==> config.mk <==
export PLATFORM = sky130hd
export DESIGN_NAME = pif_flags
export DESIGN_NICKNAME = d
export VERILOG_FILES = /design/src/pif_pkg.sv /design/src/pif_buffer_flag.sv /design/src/pif_flags.sv
export SDC_FILE = /design/constraint.sdc
export NUM_CORES = 1
export LEC_CHECK = 0
export ABC_AREA = 1
export BUFFER_PORTS_ARGS = -buffer_cell sky130_fd_sc_hd__buf_2
export CAP_MARGIN = 0
export CORE_MARGIN = 5
export CORE_UTILIZATION = 44
export CTS_BUF_LIST = sky130_fd_sc_hd__clkbuf_2
export DETAILED_ROUTE_END_ITERATION = 16
export PLACE_DENSITY = 0.82
export SETUP_SLACK_MARGIN = 0.02
export SYNTH_ARGS = -nofsm -noshare
export SYNTH_HDL_FRONTEND = slang
export SYNTH_SLANG_ARGS = --single-unit
==> constraint.sdc <==
create_clock -name i_clk -period 2.4 [get_ports i_clk]
set_clock_uncertainty 0.1 [all_clocks]
set_input_delay 0.72 -clock i_clk [delete_from_list [all_inputs] [get_ports i_clk]]
set_output_delay 0.72 -clock i_clk [all_outputs]
set_load 0.01 [all_outputs]
==> src/pif_pkg.sv <==
// constants and types for the peripheral interrupt flag block
package pif_pkg;
   // --------------------------------------------------------------
   // register map, byte addresses within the decoded window
   // --------------------------------------------------------------
   localparam int PIF_DEC_W = 12;
   localparam logic [11:0] PIF_OFS_THREE = 12'h000;
   localparam logic [11:0] PIF_OFS_FOUR = 12'h004;
   localparam logic [11:0] PIF_OFS_FIVE = 12'h008;
   localparam logic [11:0] PIF_OFS_SIX = 12'h00c;
   localparam int PIF_REG_N = 4;
   localparam int PIF_FLAG_W = 8;
   localparam int PIF_CAPCOMP_N = 10;
   localparam logic [7:0] PIF_FLAGS_RESET = 8'h00;
   // --------------------------------------------------------------
   // writable sticky positions per register (listed six, five, four, three)
   // --------------------------------------------------------------
   localparam logic [3:0][7:0] PIF_STICKY_MASK =
      {8'h07, 8'h77, 8'hff, 8'h8f};
   // --------------------------------------------------------------
   // field positions
   // --------------------------------------------------------------
   localparam int PIF_B3_T5GATE = 7;
   localparam int PIF_B3_SEG = 6;
   localparam int PIF_B3_U2RX = 5;
   localparam int PIF_B3_U2TX = 4;
   localparam int PIF_B3_CHARGE = 3;
   localparam int PIF_B3_CAL = 0;
   localparam int PIF_B5_OOR = 6;
   localparam int PIF_B5_LOCK = 5;
   localparam int PIF_B5_T8 = 4;
   localparam int PIF_B5_T6 = 2;
   localparam int PIF_B5_T5OVF = 1;
   localparam int PIF_B5_T4 = 0;
   localparam int PIF_B6_U4RX = 7;
   localparam int PIF_B6_U4TX = 6;
   localparam int PIF_B6_U3RX = 5;
   localparam int PIF_B6_U3TX = 4;
   // --------------------------------------------------------------
   // buffer flag slots and their hold time after an access
   // --------------------------------------------------------------
   localparam int PIF_UART_N = 6;
   localparam int PIF_U2RX = 0;
   localparam int PIF_U2TX = 1;
   localparam int PIF_U3RX = 2;
   localparam int PIF_U3TX = 3;
   localparam int PIF_U4RX = 4;
   localparam int PIF_U4TX = 5;
   localparam logic [1:0] PIF_HOLD_CYCLES = 2'h2;
   typedef enum logic [1:0]
   {
      PIF_ADDR = 2'b01,
      PIF_WDATA = 2'b10
   } pif_phase_t;
endpackage

==> src/pif_buffer_flag.sv <==
// flag that mirrors a buffer level and drops on a data access
`timescale 1ns/100ps
module pif_buffer_flag
(
   input wire logic i_clk,
   input wire logic i_rst,
   input wire logic i_level,
   input wire logic i_access,
   output logic o_flag
);
   import pif_pkg::*;
   // --------------------------------------------------------------
   // hold after access
   // --------------------------------------------------------------
   // the buffer's own level lags the access by a cycle or two, so the
   // flag stays down until the level drops or the hold expires
   logic [1:0] hold;
   always_ff @(posedge i_clk or posedge i_rst)
   begin
      if (i_rst)
         hold <= 2'h0;
      else if (i_access)
         hold <= PIF_HOLD_CYCLES;
      else if (!i_level)
         hold <= 2'h0;
      else if (hold != 2'h0)
         hold <= hold - 2'h1;
   end
   // --------------------------------------------------------------
   // flag
   // --------------------------------------------------------------
   always_ff @(posedge i_clk or posedge i_rst)
   begin
      if (i_rst)
         o_flag <= 1'b0;
      else
         o_flag <= i_level & ~i_access & (hold == 2'h0);
   end
endmodule // pif_buffer_flag

==> src/pif_flags.sv <==
// peripheral interrupt flag registers three to six behind ahb-lite
//
// The implementer's own choices: register access over AHB-Lite and the register offsets.
`timescale 1ns/100ps
module pif_flags
(
   input wire logic i_clk,
   input wire logic i_rst,
   input wire logic i_hsel,
   input wire logic [31:0] i_haddr,
   input wire logic [1:0] i_htrans,
   input wire logic i_hwrite,
   input wire logic [2:0] i_hsize,
   input wire logic [31:0] i_hwdata,
   input wire logic i_hready,
   output logic o_hreadyout,
   output logic o_hresp,
   output logic [31:0] o_hrdata,
   input wire logic i_seg_write_ok,
   input wire logic i_uart2_rx_full,
   input wire logic i_uart2_tx_empty,
   input wire logic i_uart3_rx_full,
   input wire logic i_uart3_tx_empty,
   input wire logic i_uart4_rx_full,
   input wire logic i_uart4_tx_empty,
   input wire logic i_uart2_rx_data_read,
   input wire logic i_uart2_tx_data_write,
   input wire logic i_uart3_rx_data_read,
   input wire logic i_uart3_tx_data_write,
   input wire logic i_uart4_rx_data_read,
   input wire logic i_uart4_tx_data_write,
   input wire logic i_charge_time_event,
   input wire logic [pif_pkg::PIF_CAPCOMP_N-1:0] i_capcomp_capture,
   input wire logic [pif_pkg::PIF_CAPCOMP_N-1:0] i_capcomp_match,
   input wire logic [pif_pkg::PIF_CAPCOMP_N-1:0] i_capcomp_pwm_mode,
   input wire logic i_tuning_out_of_range,
   input wire logic i_tuning_locked,
   input wire logic i_timer8_period_match,
   input wire logic i_timer6_period_match,
   input wire logic [2:0] i_comparator_event,
   input wire logic i_timer5_gate_event,
   input wire logic i_timer5_overflow,
   input wire logic i_timer4_period_match,
   input wire logic i_calendar_event,
   output logic [pif_pkg::PIF_FLAG_W-1:0] o_peripheral_flags_three,
   output logic [pif_pkg::PIF_FLAG_W-1:0] o_peripheral_flags_four,
   output logic [pif_pkg::PIF_FLAG_W-1:0] o_peripheral_flags_five,
   output logic [pif_pkg::PIF_FLAG_W-1:0] o_peripheral_flags_six
);
   import pif_pkg::*;

   // --------------------------------------------------------------
   // address decode
   // --------------------------------------------------------------
   function automatic logic [PIF_REG_N-1:0] reg_select
   (
      input logic [31:0] addr
   );
      logic [PIF_DEC_W-1:0] ofs;
      ofs = addr[PIF_DEC_W-1:0];
      reg_select = '0;
      if (addr[31:PIF_DEC_W] == '0)
      begin
         reg_select[0] = (ofs == PIF_OFS_THREE);
         reg_select[1] = (ofs == PIF_OFS_FOUR);
         reg_select[2] = (ofs == PIF_OFS_FIVE);
         reg_select[3] = (ofs == PIF_OFS_SIX);
      end
   endfunction

   // --------------------------------------------------------------
   // ahb-lite slave, zero wait states
   // --------------------------------------------------------------
   logic addr_ok;
   logic [PIF_REG_N-1:0] rd_sel;
   pif_phase_t phase;
   logic [PIF_REG_N-1:0] wr_sel;
   logic [PIF_REG_N-1:0] wr_en;
   logic [PIF_FLAG_W-1:0] wbyte;
   logic [PIF_FLAG_W-1:0] image [PIF_REG_N];
   logic [PIF_FLAG_W-1:0] next_rbyte;

   assign addr_ok = i_hsel & i_hready & i_htrans[1];
   assign rd_sel = reg_select(i_haddr);
   assign o_hreadyout = 1'b1;
   assign o_hresp = 1'b0;
   assign wbyte = i_hwdata[PIF_FLAG_W-1:0];

   always_ff @(posedge i_clk or posedge i_rst)
   begin
      if (i_rst)
      begin
         phase <= PIF_ADDR;
         wr_sel <= '0;
      end
      else if (addr_ok && i_hwrite)
      begin
         phase <= PIF_WDATA;
         wr_sel <= reg_select(i_haddr);
      end
      else
      begin
         phase <= PIF_ADDR;
         wr_sel <= '0;
      end
   end

   always_comb
   begin
      unique case (phase)
         PIF_ADDR: wr_en = '0;
         PIF_WDATA: wr_en = wr_sel;
         default: wr_en = '0;
      endcase
   end

   // read data is sampled at the address phase; a read right behind a
   // write to the same register sees the value before that write
   always_comb
   begin
      next_rbyte = '0;
      for (int r = 0; r < PIF_REG_N; r++)
         if (rd_sel[r])
            next_rbyte = next_rbyte | image[r];
   end

   always_ff @(posedge i_clk or posedge i_rst)
   begin
      if (i_rst)
         o_hrdata <= 32'h0000_0000;
      else if (addr_ok && !i_hwrite)
         o_hrdata <= {24'h00_0000, next_rbyte};
   end

   // --------------------------------------------------------------
   // buffer flags of the serial ports
   // --------------------------------------------------------------
   logic [PIF_UART_N-1:0] uart_level;
   logic [PIF_UART_N-1:0] uart_access;
   logic [PIF_UART_N-1:0] uart_flag;

   assign uart_level[PIF_U2RX] = i_uart2_rx_full;
   assign uart_level[PIF_U2TX] = i_uart2_tx_empty;
   assign uart_level[PIF_U3RX] = i_uart3_rx_full;
   assign uart_level[PIF_U3TX] = i_uart3_tx_empty;
   assign uart_level[PIF_U4RX] = i_uart4_rx_full;
   assign uart_level[PIF_U4TX] = i_uart4_tx_empty;
   assign uart_access[PIF_U2RX] = i_uart2_rx_data_read;
   assign uart_access[PIF_U2TX] = i_uart2_tx_data_write;
   assign uart_access[PIF_U3RX] = i_uart3_rx_data_read;
   assign uart_access[PIF_U3TX] = i_uart3_tx_data_write;
   assign uart_access[PIF_U4RX] = i_uart4_rx_data_read;
   assign uart_access[PIF_U4TX] = i_uart4_tx_data_write;

   genvar g;
   generate
      for (g = 0; g < PIF_UART_N; g++)
      begin : g_uart
         pif_buffer_flag u_flag
         (
            .i_clk(i_clk),
            .i_rst(i_rst),
            .i_level(uart_level[g]),
            .i_access(uart_access[g]),
            .o_flag(uart_flag[g])
         );
      end
   endgenerate

   // --------------------------------------------------------------
   // level flags
   // --------------------------------------------------------------
   logic seg_flag;
   logic lock_prev;
   logic lock_change;

   always_ff @(posedge i_clk or posedge i_rst)
   begin
      if (i_rst)
         seg_flag <= 1'b0;
      else
         seg_flag <= i_seg_write_ok;
   end

   always_ff @(posedge i_clk or posedge i_rst)
   begin
      if (i_rst)
         lock_prev <= 1'b0;
      else
         lock_prev <= i_tuning_locked;
   end
   assign lock_change = i_tuning_locked ^ lock_prev;

   // --------------------------------------------------------------
   // sticky event flags
   // --------------------------------------------------------------
   logic [PIF_CAPCOMP_N-1:0] capcomp_set;
   logic [PIF_FLAG_W-1:0] set_vec [PIF_REG_N];
   logic [PIF_FLAG_W-1:0] lvl_vec [PIF_REG_N];
   logic [PIF_FLAG_W-1:0] sticky [PIF_REG_N];

   // pulse-width mode masks both capture and match
   assign capcomp_set = (i_capcomp_capture | i_capcomp_match)
      & ~i_capcomp_pwm_mode;

   // enables live elsewhere; the only gating here is pulse-width mode on capture and match
   always_comb
   begin
      set_vec[0] = '0;
      set_vec[0][PIF_B3_T5GATE] = i_timer5_gate_event;
      set_vec[0][PIF_B3_CHARGE] = i_charge_time_event;
      set_vec[0][2:1] = capcomp_set[1:0];
      set_vec[0][PIF_B3_CAL] = i_calendar_event;
      set_vec[1] = capcomp_set[PIF_CAPCOMP_N-1:2];
      set_vec[2] = '0;
      set_vec[2][PIF_B5_OOR] = i_tuning_out_of_range;
      set_vec[2][PIF_B5_LOCK] = lock_change;
      set_vec[2][PIF_B5_T8] = i_timer8_period_match;
      set_vec[2][PIF_B5_T6] = i_timer6_period_match;
      set_vec[2][PIF_B5_T5OVF] = i_timer5_overflow;
      set_vec[2][PIF_B5_T4] = i_timer4_period_match;
      set_vec[3] = '0;
      set_vec[3][2:0] = i_comparator_event;
   end

   always_comb
   begin
      lvl_vec[0] = '0;
      lvl_vec[0][PIF_B3_SEG] = seg_flag;
      lvl_vec[0][PIF_B3_U2RX] = uart_flag[PIF_U2RX];
      lvl_vec[0][PIF_B3_U2TX] = uart_flag[PIF_U2TX];
      lvl_vec[1] = '0;
      lvl_vec[2] = '0;
      lvl_vec[3] = '0;
      lvl_vec[3][PIF_B6_U4RX] = uart_flag[PIF_U4RX];
      lvl_vec[3][PIF_B6_U4TX] = uart_flag[PIF_U4TX];
      lvl_vec[3][PIF_B6_U3RX] = uart_flag[PIF_U3RX];
      lvl_vec[3][PIF_B6_U3TX] = uart_flag[PIF_U3TX];
   end

   generate
      for (g = 0; g < PIF_REG_N; g++)
      begin : g_reg
         // a set in the cycle of a clearing write wins
         always_ff @(posedge i_clk or posedge i_rst)
         begin
            if (i_rst)
               sticky[g] <= PIF_FLAGS_RESET;
            else
               sticky[g] <= ((wr_en[g] ? wbyte : sticky[g]) | set_vec[g])
                  & PIF_STICKY_MASK[g];
         end
         assign image[g] = sticky[g] | lvl_vec[g];
      end
   endgenerate

   assign o_peripheral_flags_three = image[0];
   assign o_peripheral_flags_four = image[1];
   assign o_peripheral_flags_five = image[2];
   assign o_peripheral_flags_six = image[3];
endmodule // pif_flags

==> results of run 1 <==
[logic make-up after synthesis]
kind of cell | count (synthesis)
AND/OR/NAND/NOR | 187
other | 2
adder cells (fa/ha/maj) | 6
buffers and inverters | 76
XOR/XNOR | 1
AO/OA/AOI/OAI | 33
flip-flops | 56
[flip-flops by register name, indices dropped and copies added (netlist names)]
register	count
seg_flag	1
o_peripheral_flags_five	6
g_uart.u_flag.o_flag	6
sticky	8
lock_prev	1
g_uart.u_flag.hold	12
wr_sel	4
phase	2
o_peripheral_flags_four	8
o_hrdata	8
[report_power, final]
group	switching [mW]	internal (mW)	leakage, nW
sequential	0.0270	0.997	0.620
clock	0.318	0.0773	0.0333
combinational	0.172	0.133	1.35
total	0.517	1.21	2.00
[layout make-up]
class	count	area share [%]
inverter	36	3.57
multi-input combinational	256	35.4
tap	96	3.18
sequential	56	37.1
clock buffer	5	0.662
clock inverter	3	0.596
timing repair buffer	142	19.5
[worst paths after layout]
check	endpoint	startpoint	cells past startpoint	slack [ns]
worst min register to register	g_uart[4].u_flag.hold[0]	g_uart[4].u_flag.hold[0]	1	0.39
max in group asynchronous	phase[0]	i_rst	3	1.67
min in group i_clk	seg_flag	i_seg_write_ok	1	0.25
worst min-delay path	g_uart[0].u_flag.o_flag	i_rst	3	0.16
worst max register to register	o_peripheral_flags_four[5]	phase[0]	5	0.88
worst max-delay path	o_peripheral_flags_four[0]	o_peripheral_flags_four[0]	1	0.48
[per-layer routing]
metal / part of all wire [%] / GRT usage (%)
met5: 0 / 0
met4: 2.2 / 6.86
met3: 8.7 / 4.73
met2: 50 / 32.1
met1: 39 / 22.4
[cell usage in the layout, fill, tap and decap left out, types with 2 or more instances in the layout]
cell	synthesis	layout
clkbuf_2	0	5
and2_1	2	2
nand2_4	2	2
ha_1	6	6
nor2_1	52	52
o21ai_0	2	2
nand4_1	2	2
o211ai_1	12	12
o31ai_1	2	2
nand2_1	60	60
conb_1	2	29
nand3b_1	11	11
o21ai_2	2	2
nor2_2	2	2
and3_1	2	2
inv_1	35	34
dfrtp_1	55	55
buf_4	36	4
o311ai_0	4	4
o221ai_1	2	2
nor2_4	4	4
buf_2	1	137
a21oi_1	8	8
nor3_1	3	3
nand3_1	40	40
[metrics by stage]
| step | total power, mW | instances | instance area, µm² | utilization, % |
|---|---|---|---|---|
| finish | 1.72 | 594 | 3780 | 55.6 |
| global route | 1.83 | 594 | 3780 | 55.6 |
| CTS | 1.74 | 594 | 3780 | 55.6 |
| detailed placement | 1.35 | 586 | 3730 | 54.9 |
| global placement | 1.33 | 586 | 3730 | 54.9 |
| floorplan | 1.23 | 388 | 3190 | - |
==> flow_summary.ini, run 1 <==
[run_status]
outcome = complete, no violations

[job]
cap_violations = 0

[timing]
hold_violations = 0
finalCriticalPeriod_ns = 1.92
max_freq_ghz = 0.520
setup_viol = 0
slew_violations = 0
timing.final.crit_share_pct = 80.1
rsz0062_at_grt = false
fin_hold_ws_ns = 0.158
worst_slack_ns = 0.478
final.setup.tns_ns = 0

[critical_path]
critical_path_buf_inv_count = 1
crit_family = flip-flops
arrival_ns = 1.10
critPathKind = flip-flop to output port
worstPathRequired_ns = 1.58
cp_max_fo = 3
critPathLaunchType = flip-flop
max_stage_delay_ns = 0.49
cp_cell_sequence = buf_2
end_kind = output port
slowest_stage = dfrtp_1

[clock_tree]
numCtsBuffers = 5
cts_hold_buf = 0
cts_resized = 0
clockBufferDepth = 2
clock_latency_ns = 0.47
path_clk_slew_ns = 0.29
cts_root_buffer = clkbuf_2
cts.sinks = 56
cts_tree = done
htree_levels = 2
postCtsSetupBuffers = 0

[routing]
wire_per_inst_um = 14.1
first_pass_iters = 4
route.detailed.drc = 0
via_count = 2824
totalWireLength_um = 8390
final_antenna_net_count = 0
drt_iter0_drc = 102
via_per_inst = 4.75

[final_layout]
n_fill_cell = 648
n_antenna_cell = 0
multi_input_area_um2 = 1340
nets = 632
seqCellArea_um2 = 1400
area_growth_pct = 22.4
drive_gt1_share_pct = 33.7

[hold_path]
worstHoldPathType = primary input to asynchronous set/reset pin

[synth]
yosys_warnings = 0
yosys.area_share.simple_pct = 29.7
synth_fa_ha_area_share_pct = 2.43
ys_seq_area_share_pct = 45.4
synth_edf_count = 0
yosys-top-cells-area = dfrtp_1 (45%), buf_4 (8.8%), nand2_1 (7.3%)
synth_top_area_share_pct = 44.6
synthesis.area_um2 = 3090
synthXorXnorAreaFrac_pct = 0.284
yosysTopAreaCell = dfrtp_1
syn_inst = 361
synth_flop_cell = dfrtp_1
synth_cell_type_count = 37
avgSynthCellArea_um2 = 8.55
post-synth-top-count-cell = nand2_1
synth_common_cells = nand2_1 (60), dfrtp_1 (55), nor2_1 (52), nand3_1 (40), buf_4 (36)
synth_top_family_by_area = simple AND/OR/NAND/NOR gates
synth-seq-cells = 56
async_flop_share_pct = 100
synthMuxAreaShare_pct = 0
synth_compound_area_share_pct = 7.46

[floorplan]
ioPinCount = 195
die_w_um = 93.8
core_um2 = 6790
fp-row-count = 30
die_area_um2 = 8790
initial_core_util_pct = 45.5
die_y_um = 93.8

[global_route]
grt_pass1_vias = 2818
gr-usage-all-layers_pct = 18.7
antenna_found_initial = 0
gr-total-overflow = 0
grt_max_degree = 32
grt_pass1_wl_um = 13000

[placed_design]
dp_slack_ns = 0.378
hpwl_um = 6660
port_buffers = 137
place_congestion = 0.824

[power]
p_per_area_nw_per_um2 = 456
leakage_nw = 2.00
vdd_ir_drop_max_uv = 201
No activity file was read; power rests on OpenSTA's default activity.
==> run 2: changes to the inputs <==
==> constraint.sdc (replaced) <==
create_clock -name i_clk -period 1.8 [get_ports i_clk]
set_clock_uncertainty 0.1 [all_clocks]
set_input_delay 0.54 -clock i_clk [delete_from_list [all_inputs] [get_ports i_clk]]
set_output_delay 0.54 -clock i_clk [all_outputs]
set_load 0.01 [all_outputs]
==> run 2 against run 1 <==
Combinational power is 34% higher. Sequential share of layout area is 0.98 points lower. Power is 39% higher. Critical path type unchanged. Largest power group unchanged. Critical endpoint is now o_peripheral_flags_four[6]. Critical path depth stayed put. Cell count is 1.7% higher. Sequential power is 33% higher. Count of clock-buffer cells in the layout stayed put. Core utilization is 1.5 points higher. Die area stayed put. Wire length is 0.85% higher. Hold slack worse by 0.079 ns. Clock power is 57% higher.
==> flow_summary.ini, run 2 (synthesis gave the netlist of run 1 again) <==
[run_status]
outcome = complete, no violations

[power]
power_mw = 2.40
p_per_area_nw_per_um2 = 617
leakage_nw = 2.05
vdd_ir_drop_max_uv = 444

[hold_path]
worstHoldPathType = primary input to flip-flop
holdPathStages = 1

[critical_path]
worstPathRequired_ns = 1.16
arrival_ns = 1.08
rrSetupSlack_ns = 0.24
crit_family = flip-flops
crit_cells = 1
slowest_stage = dfrtp_1
critical_path_buf_inv_count = 1
critPathKind = flip-flop to output port
max_stage_delay_ns = 0.48
r2r_cells = 5
critPathLaunchType = flip-flop
end_kind = output port
cp_cell_sequence = buf_2
cp_max_fo = 3

[final_layout]
seqCellArea_um2 = 1400
design_area_um2 = 3880
fin_cells = 604
n_antenna_cell = 0
area_growth_pct = 25.7
drive_gt1_share_pct = 34.4
mostFrequentLayoutCells = buf_2 (136), nand2_1 (60), dfrtp_1 (55)
final_common_cell = buf_2
n_fill_cell = 658
top_register = g_uart.u_flag.hold
largest_register_ffs = 12
nets = 642
multi_input_area_um2 = 1340
post-route-util_pct = 57.1

[timing]
finalCriticalPeriod_ns = 1.72
rsz0062_at_grt = true
fin_hold_ws_ns = 0.0790
hold_violations = 0
final.setup.tns_ns = 0
timing.final.crit_share_pct = 95.4
max_freq_ghz = 0.582
worst_slack_ns = 0.0827
setup_viol = 0
slew_violations = 0

[placed_design]
place_congestion = 0.796
dpl_cell_area_um2 = 3780
dp_slack_ns = -0.0480
hpwl_um = 6770
port_buffers = 137
dp_cells = 592

[floorplan]
die_y_um = 93.8
die_area_um2 = 8790
ioPinCount = 195
initial_core_util_pct = 45.5
fp-row-count = 30
core_um2 = 6790
die_w_um = 93.8

[routing]
first_pass_iters = 4
wl_met3_um = 655
final_antenna_net_count = 0
drt_iter0_drc = 68
wl_met1_um = 3360
via_per_inst = 4.69
wire_per_inst_um = 14.0
wl_met2_um = 4300
totalWireLength_um = 8460
via_count = 2835
highest_layer = met5
route.detailed.drc = 0

[clock_tree]
path_clk_slew_ns = 0.27
clockBufferDepth = 2
htree_levels = 2
numCtsBuffers = 5
cts_tree = done
cts.sinks = 56
cts_root_buffer = clkbuf_2
clock_latency_ns = 0.45

[job]
cap_violations = 0

[global_route]
gr-usage-all-layers_pct = 19.1
antenna_found_initial = 1
grt_pass1_wl_um = 13500
grt_max_degree = 57
grt_pass1_vias = 2970
gr-total-overflow = 0
## run 2: area by class of cell
cell class / count / share of cell area [%]
clock buffers: 5 / 0.645
flip-flops and latches: 56 / 36.1
well taps: 96 / 3.09
multi-input cells: 256 / 34.5
repair buffers: 152 / 21.1
inverters: 36 / 3.58
clock inverters: 3 / 0.967
## run 2: path summary, 6_finish.rpt
path,startpoint,to
setup reg to reg,phase[0],o_peripheral_flags_four[0]
hold / removal,i_seg_write_ok,seg_flag
setup / recovery,o_peripheral_flags_four[6],o_peripheral_flags_four[6]
hold reg to reg,g_uart[4].u_flag.hold[0],g_uart[4].u_flag.hold[0]
max in group asynchronous,i_rst,phase[0]
min in group asynchronous,i_rst,o_peripheral_flags_five[1]
## run 2: timing repair
| action | in CTS | in global routing |
|---|---|---|
| endpoints found under the setup margin | 0 | 3 |
| hold buffers | 0 | 1 |
| endpoints found under the hold margin | 0 | 16 |
| gates resized for setup | 0 | 1 |
| buffers inserted | 0 | 3 |
## run 2: power by group
| part | internal [mW] | switching (mW) |
|---|---|---|
| combinational | 0.182 | 0.227 |
| sequential | 1.33 | 0.0363 |
| clock | 0.226 | 0.396 |
## run 2: per-layer routing
layer | vias to the layer above | track usage, %
met5 | - | 0
met4 | 2 | 5.42
met3 | 14 | 4.49
met2 | 105 | 34.4
met1 | 1305 | 22.5
li1 | 1409 | -
==> run 3: changes to the inputs <==
--- a/config.mk
+++ b/config.mk
@@ -6,14 +6,14 @@
 export NUM_CORES = 1
 export LEC_CHECK = 0
 export ABC_AREA = 1
-export BUFFER_PORTS_ARGS = -buffer_cell sky130_fd_sc_hd__buf_2
 export CAP_MARGIN = 0
 export CORE_MARGIN = 5
-export CORE_UTILIZATION = 44
+export CORE_UTILIZATION = 48
 export CTS_BUF_LIST = sky130_fd_sc_hd__clkbuf_2
 export DETAILED_ROUTE_END_ITERATION = 16
-export PLACE_DENSITY = 0.82
+export DONT_BUFFER_PORTS = 1
 export SETUP_SLACK_MARGIN = 0.02
 export SYNTH_ARGS = -nofsm -noshare
 export SYNTH_HDL_FRONTEND = slang
+export SYNTH_HIERARCHICAL = 1
 export SYNTH_SLANG_ARGS = --single-unit
==> run 3 against run 2 <==
Register-to-register slack about the same. Wire length down 7.8%. Non-clock buffer count fell by 140. Sequential share of layout area up 6.2 points. Critical path type unchanged. Largest cell class is now multi-input gates.
==> flow_summary.ini, run 3 <==
[placed_design]
hpwl_um = 6320
port_buffers = 0
place_congestion = 0.816

[synth]
yosys_warnings = 6
syn_inst = 402
synth_compound_area_share_pct = 2.91
async_flop_share_pct = 100
synth-seq-cells = 56
synth_top_area_share_pct = 43.3
yosys.area_share.simple_pct = 35.5
ys_seq_area_share_pct = 44.1
synth_flop_cell = dfrtp_1
post-synth-top-count-cell = nand2_1
avgSynthCellArea_um2 = 7.91
synth_top_family_by_area = simple AND/OR/NAND/NOR gates
yosys-top-cells-area = dfrtp_1 (43%), nand2_1 (12%), nand3_1 (7.2%)
synth_edf_count = 0
synth_cell_type_count = 26
synth_common_cells = nand2_1 (104), dfrtp_1 (55), inv_1 (52), nor2_1 (47), nand3_1 (46)
synthXorXnorAreaFrac_pct = 0.275
synthesis.area_um2 = 3180
synth_fa_ha_area_share_pct = 2.36
synthMuxAreaShare_pct = 0
yosysTopAreaCell = dfrtp_1

[timing]
setup_viol = 0
fin_hold_ws_ns = 0.0672
finalCriticalPeriod_ns = 1.61
max_freq_ghz = 0.622
rsz0062_at_grt = false
hold_violations = 0
timing.final.crit_share_pct = 89.3
final.setup.tns_ns = 0
slew_violations = 0

[power]
p_sw_mw = 0.665
switching_share_pct = 29.9
power_mw = 2.22
leakage_nw = 1.75
intPower_mw = 1.56
power_frac_comb_pct = 14.4
pwr-share-seq_pct = 63.6
vdd_ir_drop_max_uv = 470
p_per_area_nw_per_um2 = 671
clkPwrFrac_pct = 22.0

[clock_tree]
cts_root_buffer = clkbuf_2
cts.sinks = 56
postCtsSetupBuffers = 0
clock_latency_ns = 0.45
cts_tree = done
numCtsBuffers = 5
clockBufferDepth = 2
htree_levels = 2
path_clk_slew_ns = 0.29

[critical_path]
r2r_cells = 5
critPathLaunchType = flip-flop
rrSetupSlack_ns = 0.24
reg2reg_from = phase[0]
cp_max_fo = 3
arrival_ns = 0.97
r2r-end = o_peripheral_flags_four[5]
worstPathRequired_ns = 1.16
crit_cells = 0
end_kind = output port
critPathKind = flip-flop to output port

[routing]
first_pass_iters = 4
drt_iter0_drc = 93
via_count = 2482
wire_per_inst_um = 15.8
final_antenna_net_count = 0
route.detailed.drc = 0
via_per_inst = 5.02
totalWireLength_um = 7800

[final_layout]
final_common_cell = nand2_1
area_growth_pct = 4.17
drive_gt1_share_pct = 9.16
mostFrequentLayoutCells = nand2_1 (104), dfrtp_1 (55), inv_1 (52)
nets = 549
largest_register_ffs = 12
top_register = g_uart.u_flag/hold

[floorplan]
ioPinCount = 195
die_y_um = 91.4
initial_core_util_pct = 49.8
core_um2 = 6390
die_area_um2 = 8350
fp-row-count = 29
die_w_um = 91.4

[global_route]
grt_pass1_vias = 2434
gr-usage-all-layers_pct = 18.8
antenna_found_initial = 2
gr-total-overflow = 0
grt_max_degree = 32
grt_pass1_wl_um = 12500

[hold_path]
hold_start = i_capcomp_pwm_mode[6]
worstHoldPathType = primary input to flip-flop
holdPathStages = 1
min_to = o_peripheral_flags_four[4]

[job]
cap_violations = 0

[run_status]
outcome = complete, no violations
## run 3: cell types whose count changed in the layout (fill, tap and decap cells not counted), sizes merged, moves of 4 or more
cell    delta
a21oi      -8
buf      -142
inv       +18
nand2     +43
nand3      +6
nand4      +5
o211ai     -4
o311ai     -4
## run 3: final cells by class
| type | instances | area, µm² |
|---|---|---|
| multi-input cells | 286 | 1420 |
| well taps | 77 | 96.3 |
| inverters | 53 | 199 |
| diodes | 2 | 5.00 |
| clock inverters | 2 | 16.3 |
| fillers | 656 | 3070 |
| clock buffers | 6 | 30.0 |
| flip-flops and latches | 56 | 1400 |
| repair buffers | 12 | 148 |
## run 3: kinds of logic (layout without fill, tap and decap cells)
| logic type | Yosys count | after routing |
|---|---|---|
| xor+xnor | 1 | 1 |
| other cells | 2 | 31 |
| fa+ha+maj | 6 | 6 |
| buf+inv | 87 | 73 |
| simple gates | 237 | 237 |
| flops | 56 | 56 |
| compound gates | 13 | 13 |
## run 3: worst max-delay path by stage
stage / start / end / slack [ns]
3_3_place_gp: i_haddr[1] / o_hrdata[0] / 0.07
3_5_place_dp: i_haddr[1] / o_hrdata[0] / 0.05
6_report: o_peripheral_flags_four[4] / o_peripheral_flags_four[4] / 0.19
4_1_cts: o_peripheral_flags_five[1] / o_peripheral_flags_five[1] / 0.16
5_1_grt: o_peripheral_flags_five[1] / o_peripheral_flags_five[1] / 0.11
2_1_floorplan: i_haddr[1] / o_hrdata[5] / 0.26
## run 3: what timing repair did
item,in CTS,in global routing
resized for setup,0,0
hold buffers,3,0
endpoints found under the hold margin,57,0
endpoints found under the setup margin,0,0
## run 3: stage by stage
| stage | setup slack [ns] | instances | utilization (%) | instance area [µm²] |
|---|---|---|---|---|
| after floorplan | 0.262 | 429 | - | 3280 |
| after global placement | 0.0747 | 481 | 50.6 | 3230 |
| after detailed placement | 0.0508 | 481 | 50.6 | 3230 |
| after CTS | 0.162 | 492 | 51.8 | 3310 |
| after global routing | 0.106 | 494 | 51.9 | 3310 |
| final | 0.193 | 494 | 51.9 | 3310 |
## run 3: power groups by stage
stage	clock network, mW	logic, mW	registers, mW
floorplan	0	0.315	1.41
global placement	0	0.297	1.43
detailed placement	0	0.314	1.44
CTS	0.516	0.323	1.41
global route	0.564	0.380	1.42
finish	0.489	0.320	1.41
## run 3: metal layers
metal  part of all wire [%]  wire [µm]  global-route usage (%)
met5                      0          0                       0
met1                     40       3100                    24.3
met3                     11        850                    5.70
met4                    1.1         85                    5.38
met2                     48       3750                    30.3
